### src/design/thermostat_pkg.sv
// Shared constants, command codes and carrier types of the thermostat block
package thermostat_pkg;

	// Clock rate and documented times in their own units
	localparam int CLK_HZ = 25_000_000;
	localparam int NV_WRITE_MS = 10; // Longest nonvolatile write
	localparam int CONV_MAX_MS = 1000; // Longest conversion
	localparam int POWER_DOWN_S = 10; // Supply and line low this long
	// Longest times round down to whole cycles
	localparam int NV_WRITE_CYCLES = (NV_WRITE_MS * (CLK_HZ / 1000));
	localparam int CONV_MAX_CYCLES = (CONV_MAX_MS * (CLK_HZ / 1000));
	localparam int POWER_DOWN_CYCLES = (POWER_DOWN_S * CLK_HZ);

	// Link commands, already decoded to bytes by the link layer
	localparam logic [7:0] CMD_START_CONV = 8'hEE;
	localparam logic [7:0] CMD_STOP_CONV = 8'h22;
	localparam logic [7:0] CMD_READ_COUNTER = 8'hA0;
	localparam logic [7:0] CMD_LOAD_COUNTER = 8'h41;
	localparam logic [7:0] CMD_READ_TEMP = 8'hAA;
	localparam logic [7:0] CMD_WRITE_HIGH = 8'h01;
	localparam logic [7:0] CMD_WRITE_LOW = 8'h02;
	localparam logic [7:0] CMD_READ_HIGH = 8'hA1;
	localparam logic [7:0] CMD_READ_LOW = 8'hA2;
	localparam logic [7:0] CMD_WRITE_CFG = 8'h0C;
	localparam logic [7:0] CMD_READ_CFG = 8'hAC;

	// Configuration register bit positions
	localparam int CFG_DONE = 7;
	localparam int CFG_ONE = 6;
	localparam int CFG_BUSY = 5;
	localparam int CFG_HIGH_FLAG = 4;
	localparam int CFG_LOW_FLAG = 3;
	localparam int CFG_MODE = 2;
	localparam int CFG_LEVEL = 1;
	localparam int CFG_SINGLE = 0;

	// Values after reset (as delivered)
	localparam logic [7:0] HIGH_TRIP_RESET = 8'h00;
	localparam logic [7:0] LOW_TRIP_RESET = 8'h00;
	localparam logic [7:0] TEMP_MIN = 8'hC9; // -55 C
	localparam logic [7:0] TEMP_MAX = 8'h7D; // +125 C
	localparam logic [8:0] COUNT_BASE = 9'h0C8; // Base count for -55 C
	localparam logic [8:0] SLOPE_STEP = 9'h001; // Slope growth per degree
	localparam logic [4:0] ENTRY_EDGES = 5'h10; // Line pulses to re-enter

	// Command from the link layer
	typedef struct packed {
		logic [7:0] code;
		logic [7:0] data;
	} link_cmd_s;

	// Answer to the link layer
	typedef struct packed {
		logic valid;
		logic [8:0] data;
	} link_rsp_s;

	// Measurement loop states
	typedef enum logic [1:0] {
		MEAS_IDLE = 2'b00,
		MEAS_ARM = 2'b01,
		MEAS_COUNT = 2'b10
	} meas_state_e;

endpackage : thermostat_pkg

### src/design/thermostat_core.sv
// Mode, measurement, trip and nonvolatile control of the thermostat sensor
`timescale 1ns/1ps

module thermostat_core #(
	parameter int NV_CYCLES = thermostat_pkg::NV_WRITE_CYCLES, // NV write
	parameter int CONV_CYCLES = thermostat_pkg::CONV_MAX_CYCLES, // Timeout
	parameter int OFF_CYCLES = thermostat_pkg::POWER_DOWN_CYCLES // Power down
) (
	input wire logic clk_sys, // 25 MHz clock
	input wire logic sys_rst, // Synchronous reset, active high
	input wire logic vdd_pin, // Supply sense pin, high when powered
	input wire logic dq_in, // Data pin level
	output logic dq_out, // Data pin output value
	output logic dq_oe, // Data pin drive enable, high pulls low
	input wire logic link_pull, // Link layer wants the line low
	output logic dq_rx, // Synchronised line level to link layer
	input wire logic osc_fast_pin, // Low temp-co oscillator pin
	input wire logic osc_gate_pin, // Gate oscillator pin
	input wire logic cmd_valid, // Command strobe from link layer
	input wire thermostat_pkg::link_cmd_s cmd, // Command code and data
	output thermostat_pkg::link_rsp_s rsp, // Read answer
	output logic serial_mode, // High while the pin is a data line
	output logic powered_down // High after long low supply and line
);
	import thermostat_pkg::*;

	// Synchronisers: stage one is read only by stage two
	logic [3:0] sync1; // First stage
	logic [3:0] sync2; // Second stage
	logic [3:0] sync3; // Prior value for edge detection
	logic vdd_ok, dq_s, fast_s, gate_s;
	logic vdd_rise, dq_fall, fast_rise, gate_rise, gate_fall;

	// Nonvolatile contents
	logic [7:0] high_trip_point;
	logic [7:0] low_trip_point;
	logic high_trip_flag;
	logic low_trip_flag;
	logic power_up_mode; // 1 thermostat, 0 serial
	logic output_active_level;
	logic single_conversion_select;
	logic nv_write_busy;
	logic [31:0] nv_timer; // Counts the write time down

	// Volatile state
	logic [7:0] temperature_result;
	logic [8:0] down_counter;
	logic [8:0] slope_accum;
	meas_state_e meas_state;
	logic [31:0] conv_timer; // Cycles spent in a conversion
	logic conv_end; // One-cycle pulse at end of conversion
	logic cont_run; // Continuous conversions running
	logic shot_pend; // One-shot conversion requested
	logic conv_done; // Done status for one-shot
	logic thermo_active; // Thermostat output asserted
	logic thermo_valid; // First compare has happened
	logic serial_override; // Temporary serial entry
	logic run_mode; // Mode taken at power-up, 1 thermostat
	logic line_high_at_off; // Line was high when supply dropped
	logic [4:0] entry_edges; // Line pulses while supply is low
	logic [31:0] off_timer; // Time with supply and line low
	logic conv_go; // Conversions wanted
	logic cmd_ok; // Command accepted in serial mode
	logic nv_write; // A command that writes nonvolatile memory
	logic [7:0] cfg_read; // Configuration register image

	assign vdd_ok = sync2[0];
	assign dq_s = sync2[1];
	assign fast_s = sync2[2];
	assign gate_s = sync2[3];
	assign vdd_rise = sync2[0] & ~sync3[0];
	assign dq_fall = ~sync2[1] & sync3[1];
	assign fast_rise = sync2[2] & ~sync3[2];
	assign gate_rise = sync2[3] & ~sync3[3];
	assign gate_fall = ~sync2[3] & sync3[3];

	// Two flops on every pin, plus a third for edges
	always_ff @(posedge clk_sys) begin
		if (sys_rst) begin
			sync1 <= 4'h0;
			sync2 <= 4'h0;
			sync3 <= 4'h0;
		end else begin
			sync1 <= {osc_gate_pin, osc_fast_pin, dq_in, vdd_pin};
			sync2 <= sync1;
			sync3 <= sync2;
		end
	end

	// Mode latched at power-up; override flips it
	assign serial_mode = (run_mode ^ serial_override) == 1'b0;
	assign cmd_ok = cmd_valid & serial_mode & vdd_ok & ~powered_down;
	// Writes while busy are dropped: the host must poll first
	assign nv_write = cmd_ok & ~nv_write_busy &
		(cmd.code == CMD_WRITE_HIGH || cmd.code == CMD_WRITE_LOW ||
		cmd.code == CMD_WRITE_CFG);

	// Supply-low entry sequence and long-low power down
	always_ff @(posedge clk_sys) begin
		if (sys_rst) begin
			serial_override <= 1'b0;
			run_mode <= 1'b0;
			line_high_at_off <= 1'b0;
			entry_edges <= 5'h00;
			off_timer <= 32'h0;
			powered_down <= 1'b0;
		end else if (vdd_ok) begin
			line_high_at_off <= dq_s;
			entry_edges <= 5'h00;
			off_timer <= 32'h0;
			if (vdd_rise) begin
				powered_down <= 1'b0;
				// A rewritten mode bit only acts at the next power-up
				run_mode <= power_up_mode;
				// Exactly 16 pulses toggle, anything else is a power cycle
				if (line_high_at_off && entry_edges == ENTRY_EDGES &&
					!powered_down) begin
					serial_override <= ~serial_override;
				end else begin
					serial_override <= 1'b0;
				end
			end
		end else begin
			if (dq_fall && entry_edges != 5'h1F) begin
				entry_edges <= entry_edges + 5'h01;
			end
			// Timer only runs while the line is low as well
			if (dq_s) begin
				off_timer <= 32'h0;
			end else if (off_timer >= 32'(OFF_CYCLES - 1)) begin
				powered_down <= 1'b1;
			end else begin
				off_timer <= off_timer + 32'h1;
			end
		end
	end

	// Conversion requests from commands; cleared by power loss
	always_ff @(posedge clk_sys) begin
		if (sys_rst || !vdd_ok) begin
			cont_run <= 1'b0;
			shot_pend <= 1'b0;
			conv_done <= 1'b0;
		end else begin
			if (cmd_ok && cmd.code == CMD_START_CONV) begin
				if (single_conversion_select) begin
					shot_pend <= 1'b1;
					conv_done <= 1'b0;
				end else begin
					cont_run <= 1'b1;
				end
			end else if (cmd_ok && cmd.code == CMD_STOP_CONV) begin
				cont_run <= 1'b0;
			end else if (conv_end && shot_pend) begin
				shot_pend <= 1'b0;
				conv_done <= 1'b1;
			end
		end
	end

	// Thermostat mode ignores the conversion-mode bit
	assign conv_go = vdd_ok & ~powered_down &
		(serial_mode ? (cont_run | shot_pend) : 1'b1);

	// Gated count-down loop producing whole degrees
	always_ff @(posedge clk_sys) begin
		conv_end <= 1'b0;
		if (sys_rst || !vdd_ok) begin
			meas_state <= MEAS_IDLE;
			temperature_result <= TEMP_MIN;
			down_counter <= COUNT_BASE;
			slope_accum <= COUNT_BASE;
			conv_timer <= 32'h0;
		end else begin
			unique case (meas_state)
				MEAS_IDLE: begin
					conv_timer <= 32'h0;
					// Skip the end cycle: a one-shot request still stands there
					if (conv_go && !conv_end) begin
						meas_state <= MEAS_ARM;
					end else if (cmd_ok && cmd.code == CMD_LOAD_COUNTER) begin
						down_counter <= slope_accum;
					end
				end
				MEAS_ARM: begin
					// Presets held until the gate opens
					temperature_result <= TEMP_MIN;
					down_counter <= COUNT_BASE;
					slope_accum <= COUNT_BASE;
					conv_timer <= conv_timer + 32'h1;
					if (gate_rise) begin
						meas_state <= MEAS_COUNT;
					end else if (conv_timer >= 32'(CONV_CYCLES - 1)) begin
						meas_state <= MEAS_IDLE;
						conv_end <= 1'b1;
					end
				end
				MEAS_COUNT: begin
					conv_timer <= conv_timer + 32'h1;
					if (gate_fall || conv_timer >= 32'(CONV_CYCLES - 1) ||
						temperature_result == TEMP_MAX) begin
						// Gate closed, timeout or +125 C reached: result is final
						meas_state <= MEAS_IDLE;
						conv_end <= 1'b1;
					end else if (fast_rise) begin
						if (down_counter == 9'h001) begin
							temperature_result <= temperature_result + 8'h01;
							down_counter <= slope_accum + SLOPE_STEP;
							slope_accum <= slope_accum + SLOPE_STEP;
						end else begin
							down_counter <= down_counter - 9'h001;
						end
					end
				end
				default: meas_state <= MEAS_IDLE;
			endcase
		end
	end

	// Thermostat hysteresis; held inactive until first compare
	always_ff @(posedge clk_sys) begin
		if (sys_rst || !vdd_ok) begin
			thermo_active <= 1'b0;
			thermo_valid <= 1'b0;
		end else if (conv_end) begin
			thermo_valid <= 1'b1;
			if ($signed(temperature_result) > $signed(high_trip_point)) begin
				thermo_active <= 1'b1;
			end else if ($signed(temperature_result) <
				$signed(low_trip_point)) begin
				thermo_active <= 1'b0;
			end
		end
	end

	// Nonvolatile contents: survive supply loss, only sys_rst clears
	always_ff @(posedge clk_sys) begin
		if (sys_rst) begin
			high_trip_point <= HIGH_TRIP_RESET;
			low_trip_point <= LOW_TRIP_RESET;
			power_up_mode <= 1'b0;
			output_active_level <= 1'b0;
			single_conversion_select <= 1'b0;
		end else if (nv_write) begin
			unique case (cmd.code)
				CMD_WRITE_HIGH: high_trip_point <= cmd.data;
				CMD_WRITE_LOW: low_trip_point <= cmd.data;
				default: begin
					// Temporary entry never touches the stored mode bit
					power_up_mode <= cmd.data[CFG_MODE];
					output_active_level <= cmd.data[CFG_LEVEL];
					single_conversion_select <= cmd.data[CFG_SINGLE];
				end
			endcase
		end
	end

	// Sticky trip flags; a hardware set beats a host clear
	always_ff @(posedge clk_sys) begin
		if (sys_rst) begin
			high_trip_flag <= 1'b0;
			low_trip_flag <= 1'b0;
		end else begin
			if (conv_end &&
				$signed(temperature_result) > $signed(high_trip_point)) begin
				high_trip_flag <= 1'b1;
			end else if (nv_write && cmd.code == CMD_WRITE_CFG) begin
				high_trip_flag <= cmd.data[CFG_HIGH_FLAG];
			end
			if (conv_end &&
				$signed(temperature_result) < $signed(low_trip_point)) begin
				low_trip_flag <= 1'b1;
			end else if (nv_write && cmd.code == CMD_WRITE_CFG) begin
				low_trip_flag <= cmd.data[CFG_LOW_FLAG];
			end
		end
	end

	// Write-time model: busy for the full write time
	always_ff @(posedge clk_sys) begin
		if (sys_rst) begin
			nv_write_busy <= 1'b0;
			nv_timer <= 32'h0;
		end else if (nv_write) begin
			nv_write_busy <= 1'b1;
			nv_timer <= 32'(NV_CYCLES - 1);
		end else if (nv_timer != 32'h0) begin
			nv_timer <= nv_timer - 32'h1;
		end else begin
			nv_write_busy <= 1'b0;
		end
	end

	// Done reads zero in continuous mode
	assign cfg_read = {conv_done & single_conversion_select, 1'b1,
		nv_write_busy, high_trip_flag, low_trip_flag, power_up_mode,
		output_active_level, single_conversion_select};

	// Read answers, one cycle after the command
	always_ff @(posedge clk_sys) begin
		if (sys_rst) begin
			rsp <= '0;
		end else begin
			rsp.valid <= 1'b0;
			if (cmd_ok) begin
				unique case (cmd.code)
					CMD_READ_TEMP: begin
						rsp.valid <= 1'b1;
						rsp.data <= {1'b0, temperature_result};
					end
					CMD_READ_HIGH: begin
						rsp.valid <= 1'b1;
						rsp.data <= {1'b0, high_trip_point};
					end
					CMD_READ_LOW: begin
						rsp.valid <= 1'b1;
						rsp.data <= {1'b0, low_trip_point};
					end
					CMD_READ_CFG: begin
						rsp.valid <= 1'b1;
						rsp.data <= {1'b0, cfg_read};
					end
					CMD_READ_COUNTER: begin
						rsp.valid <= 1'b1;
						rsp.data <= down_counter;
					end
					default: rsp.valid <= 1'b0;
				endcase
			end
		end
	end

	// Pin sharing: open drain only ever pulls low
	always_ff @(posedge clk_sys) begin
		if (sys_rst || !vdd_ok || powered_down) begin
			dq_oe <= 1'b0;
		end else if (serial_mode) begin
			dq_oe <= link_pull;
		end else begin
			// Pull low when the output level should be low
			dq_oe <= ((thermo_active & thermo_valid) ==
				~output_active_level);
		end
	end

	assign dq_out = 1'b0;
	assign dq_rx = dq_s;

endmodule : thermostat_core

### config.mk
export PLATFORM = sky130hd
export DESIGN_NAME = thermostat_core
export DESIGN_NICKNAME = d
export VERILOG_FILES = /design/src/design/thermostat_pkg.sv /design/src/design/thermostat_core.sv
export SDC_FILE = /design/constraint.sdc
export NUM_CORES = 1
export LEC_CHECK = 0
export BUFFER_PORTS_ARGS = -buffer_cell sky130_fd_sc_hd__buf_2
export CAP_MARGIN = 10
export CORE_UTILIZATION = 50
export CTS_BUF_LIST = sky130_fd_sc_hd__clkbuf_2 sky130_fd_sc_hd__clkbuf_4 sky130_fd_sc_hd__clkbuf_8
export DETAILED_ROUTE_END_ITERATION = 10
export PLACE_DENSITY = 0.67
export SLEW_MARGIN = 25
export SYNTH_ARGS = -nofsm -noshare
export SYNTH_HDL_FRONTEND = slang
export SYNTH_SLANG_ARGS = --single-unit
### constraint.sdc
create_clock -name clk_sys -period 4.3 [get_ports clk_sys]
set_input_delay 0.645 -clock clk_sys [delete_from_list [all_inputs] [get_ports clk_sys]]
set_output_delay 0.645 -clock clk_sys [all_outputs]
set_load 0.02 [all_outputs]
# After elaboration in Yosys (flattened, before gate mapping)
# Cells that the tools add are included.
[op_classes]
add_sub_neg = 7
multipliers = 0
div = 0
magnitude_cmp = 4
n_eq_ne = 32
shifts = 0
muxes = 54
n_bitwise = 28
n_reduce_logical = 52
[ops]
columns = ["cell", "n"]
rows = [
  ["two-way mux 9 bit", 8],
  ["adder 32 x 1 -> 32 bit, second input constant", 2],
  ["one-hot mux 32 bit (2 select lines)", 1],
  ["== test 8 bit, second input constant", 6],
  ["one-hot mux 9 bit (5 select lines)", 1],
  ["two-way mux 18 bit", 2],
  [">= comparator 32 x 25 -> 1 bit, second input constant", 1],
  [">= comparator 32 x 28 -> 1 bit, second input constant", 1],
  ["nonzero test 32 bit", 1],
  ["subtractor 32 x 1 -> 32 bit, second input constant", 1],
  ["two-way mux 1 bit", 30],
  ["one-hot mux 9 bit (3 select lines)", 1],
  ["two-way mux 8 bit", 3],
  ["inequality test 2 bit, second input constant", 12],
  ["one-hot mux 9 bit (2 select lines)", 1],
  ["nonzero test 2 bit", 9],
  ["== test 8 x 7 -> 1 bit, second input constant", 2],
  ["one-hot mux 8 bit (2 select lines)", 1],
  ["bitwise AND 1 bit", 14],
  ["AND reduction 2 bit", 7],
  ["NOT 1 bit", 12],
  ["logical AND 1 bit", 11],
  ["OR reduction 2 bit", 5],
  ["adder 9 x 1 -> 9 bit, second input constant", 1],
  ["32 further kinds", 44],
]
[word_totals]
ff_bits = 184
latchBits = 0
ram_bits = 0
rom_bits = 0
input_bits = 24
output_inout_bits = 15
elab_cells = 210
n_memories = 0

# Longest topological paths before layout
[logic_depth]
depth_word = 10
ltp_mapped = 10
ltp_nobuf = 8

# Worst setup path after synthesis
# No wires, ideal clock.
[synth_path]
path_kind = "flip-flop to flip-flop"
startpoint = "register run_mode"
endpoint = "register down_counter[1]"
setup_ns = 0.136
t_arrival_ns = 2.390
t_required_ns = 4.164
slack_ns = 1.774
path_stages_with_launch = 7
n_path_buf = 0
synth_period_minus_slack_ns = 2.526
path_cell_list = "dfxtp_1 -> xnor2_1 -> nand4_1 -> or4b_1 -> a221o_1 -> a2111oi_0 -> a211oi_1"
[synth_via]
elab_chain_cells = 8
elab_cells_between_ends = 12
classes_between = "eq/ne: 2; mux: 1; bitwise: 6; reduce/logical: 3"
[synth_lines]
columns = ["item", "line", "rtl"]
rows = [
  ["start, declared", "thermostat_core.sv:58", "logic run_mode;"],
  ["start signal, assigned", "thermostat_core.sv:114", "run_mode <= power_up_mode;"],
  ["XOR 1 bit", "thermostat_core.sv:91", "assign serial_mode = (run_mode ^ serial_override) == 1'b0;"],
  ["NOT 1 bit", "thermostat_core.sv:91", ""],
  ["via serial_mode", "thermostat_core.sv:22", "output logic serial_mode,"],
  ["bitwise AND 1 bit (3 in a row)", "thermostat_core.sv:92", "assign cmd_ok = cmd_valid & serial_mode & vdd_ok & ~powered_down;"],
  ["logical AND 1 bit", "thermostat_core.sv:181", "end else if (cmd_ok && cmd.code == CMD_LOAD_COUNTER) begin"],
  ["inequality test 2 bit (no line)", "--", ""],
  ["AND reduction 5 bit (no line)", "--", ""],
  ["end signal, assigned", "thermostat_core.sv:182", "down_counter <= slope_accum;"],
  ["end signal, assigned", "thermostat_core.sv:208", "down_counter <= slope_accum + SLOPE_STEP;"],
  ["end signal, assigned", "thermostat_core.sv:211", "down_counter <= down_counter - 9'h001;"],
  ["end, declared", "thermostat_core.sv:47", "logic [8:0] down_counter;"],
]
# The timed path passes the listed nets, and every way through them passes these cells.
# A chain may end at the register's enable or synchronous reset.

# Worst setup path in the final report
[layout_path]
startpoint = "register run_mode"
endpoint = "register down_counter[2]"
[layout_via]
elab_chain_cells = 8
elab_cells_between_ends = 12
classes_between = "eq/ne: 2; mux: 1; bitwise: 6; reduce/logical: 3"
[layout_lines]
columns = ["item", "line"]
rows = [
  ["XOR 1 bit *", "thermostat_core.sv:91"],
  ["NOT 1 bit", "thermostat_core.sv:91"],
  ["bitwise AND 1 bit (3 in a row)", "thermostat_core.sv:92"],
  ["logical AND 1 bit", "thermostat_core.sv:181"],
  ["inequality test 2 bit (no line)", "--"],
  ["AND reduction 5 bit (no line) *", "--"],
]
# Mark *: on every way between the ends. The rest lies on a longest branch, timed or not.

==> results.md <==
- Endpoints failing hold: 0
- Avg Inst Size Synth: 8.32 um2
- Slew at the pin closest to its max-slew limit: 0.976 ns
- Post-Synth Adder-Cell Area: 4.04%
- Prevailing post-synth register cell: dfxtp_1
- Largest family of logic cells by synthesized area: simple AND/OR/NAND/NOR gates
- Most common cell after layout, fill and taps aside: dfxtp_1
- Top cells by area, synth: dfxtp_1 40%, xor2_1 5.8%, nor2_1 5.8%
- RD Place Congestion: 0.870
- Clock latency at the later pin of the worst-skew pair: 0.47 ns
- Fin nets: 1189
- Total core area: 0.0181 mm2
- Layout cells sized above 1: 9.15%
- Initial DRC count: 584
- Final setup viols: 0
- Number of enable flip-flop cells after synthesis: 0
- Final instance area: 0.0100 mm2
- Rows: 49
- Nature of the critical path startpoint: flop
- #FFs+latches synth: 184
- Synthesis Warnings: 0
- Residual DRC count: 0
- Die Wd: 138 um
- Avg Vias per Cell: 5.76
- CP arrival: 3.10 ns
- Compound-Gate Fraction of Synth Area: 15.0%
- # IOs: 39
- Worst-path maximum fanout: 6
- First-pass GRT wire length: 35700 um
- CTS Hold Bufs: 0
- Synth Area in XOR/XNOR: 8.76%
- Max Freq: 359 MHz
- Final period utilization: 64.8%
- Final setup TNS: 0 ns
- Register area: 0.00368 mm2
- Vias: 7933
- Setup repair after global routing missed its margin: false
- Worst-case vdd ir drop: 0.186 mV
- Register area share after synthesis: 39.6%
- Fillcell total: 1672
- Router iterations before antenna repair: 5
- Share of the synthesized area in the top cell type: 39.6%
- Final Slew Violations: 0
- Vias in the first global route: 7188
- Critical Path RT: 4.61 ns
- Starting Density: 51.4%
- IO Port Bufs: 37
- Post-Syn Area: 0.00930 mm2
- Max incr delay on CP: 0.61 ns
- Maxcap violations: 0
- Most frequent cells in the layout: 184 x dfxtp_1, 143 x nor2_1, 111 x nand2_1
- TritonCTS buffer count: 17
- HPWL Detailed: 15100 um
- Dpl cell area: 0.00963 mm2
- Post-CTS resize count: 0
- Die H: 138 um
- Fraction of registers with async set/reset: 0%
- Sink Count: 184
- Number of post-CTS setup repair buffers: 0
- Post-layout minimum cycle time: 2.79 ns
- Multi-input combinational cell area: 0.00530 mm2
- Status: finished clean
- Dominant cell type by area after synthesis: dfxtp_1
- Total gr overflow: 0
- Clk slew on worst S/H paths: 0.10 ns
- Pwr dens: 403 mW/mm2
- CTS root buf: clkbuf_8
- Critical path capture point type: flop
- Detailed-route wire length: 21400 um
- Critical path's slowest cell: or4b_1
- CTS tree: done
- Antenna violations before repair: 1
- Total Routing Usage GR: 22.7%
- H-tree levels: 4
- HP Class: input pin to flop
- Critical path class: flop to flop
- Die Area: 0.0192 mm2
- Max Root-Sink Buffers: 2
- Multiplexer area fraction after synthesis: 1.91%
- Synth Net Count: 1172
- WP buf/inv: 0
- Worst-path cell chain: xnor2_1 -> nand4_1 -> or4b_1 -> a221o_1 -> a2111oi_0 -> a211oi_1
- ANT nets after route: 0
- CP top delay family: compound AO/OA/AOI/OAI gates
- Largest net degree at the start of global routing: 60
- Max transition margin: 34.4%
- Wirelength per Cell: 15.5 um
- Synth unique cells: 77
- Layout area overhead: 7.74%
- Leakage: 3.54 nW
- Post-synthesis simple-gate area fraction: 27.1%
- Post-Syn Instances: 1118
- Worst Skew: 0.0202 ns
[cell type report]
type / count / area share, %
inverters: 39 / 1.46
flip-flops and latches: 184 / 36.8
multi-input cells: 851 / 52.8
clock buffers: 21 / 2.70
repair buffers: 42 / 2.22
well taps: 229 / 2.86
diodes: 1 / 0.0250
clock inverters: 11 / 1.12
[cell families after synthesis]
group                      Yosys count
muxes                               17
and+or+nand+nor                    491
adders and majority gates           30
xor gates and xnor gates            93
DFF                                184
other                                1
buffers and inverters               83
AOI/OAI and AO/OA                  219
[metrics by stage]
step | setup slack (ns) | hold slack (ns) | utilization, % | instances | total power, mW
3_5_place_dp | 1.30 | 0.433 | 53.3 | 1345 | 2.92
4_1_cts | 1.59 | 0.362 | 55.4 | 1377 | 4.07
6_report | 1.51 | 0.384 | 55.4 | 1378 | 4.04
3_3_place_gp | 1.40 | 0.417 | 53.3 | 1345 | 2.90
2_1_floorplan | 1.77 | 0.414 | - | 1118 | 2.81
5_1_grt | 1.20 | 0.368 | 55.4 | 1378 | 4.28
[flip-flops by register name, indices dropped and copies added, names as in the netlist, 2 cells and up]
signal              cells
high_trip_point         8
low_trip_point          8
down_counter            9
slope_accum             9
nv_timer               32
sync1                   4
off_timer              32
temperature_result      8
entry_edges             5
rsp                    10
sync2                   4
meas_state              2
conv_timer             32
sync3                   4
[metal layers]
metal / global-route usage (%) / part of all wire, % / vias up
li1: - / - / 4007
met1: 30.9 / 47 / 3708
met2: 36.1 / 46 / 184
met3: 4.33 / 4.5 / 34
met4: 7.39 / 1.7 / 0
met5: 0 / 0 / -
[synth_stat cells, drive strengths merged, types with 6 or more instances]
cell / instances
a211oi: 19
a21oi: 82
a22oi: 11
a31oi: 6
and2: 9
and3: 18
and4: 7
buf: 6
clkbuf: 38
dfxtp: 184
ha: 30
inv: 39
mux2: 6
mux2i: 11
nand2: 111
nand2b: 9
nand3: 44
nand3b: 8
nand4: 16
nor2: 143
nor2b: 19
nor3: 26
nor3b: 6
nor4: 25
o2111ai: 8
o211ai: 7
o21ai: 39
or3: 18
or4: 16
xnor2: 31
xor2: 62
[where the power goes]
part / switching (mW) / leakage [nW] / internal, mW
sequential: 0.106 / 1.49 / 1.82
combinational: 0.533 / 1.86 / 0.429
clock: 0.647 / 0.195 / 0.505
[worst paths after layout]
kind	start	end	slack, ns	depth (start not counted)
max	run_mode	down_counter[2]	1.51	6
min	vdd_pin	sync1[0]	0.38	2
max reg2reg	run_mode	down_counter[2]	1.51	6
min reg2reg	sync1[0]	sync2[0]	0.46	1
[worst reg2reg max path: stages (launching register included)]
cell	delay [ns]
dfxtp_1	0.33
xnor2_1	0.46
nand4_1	0.22
or4b_1	0.61
a221o_1	0.42
a2111oi_0	0.51
a211oi_1	0.09
No activity file was read; power rests on OpenSTA's default activity.
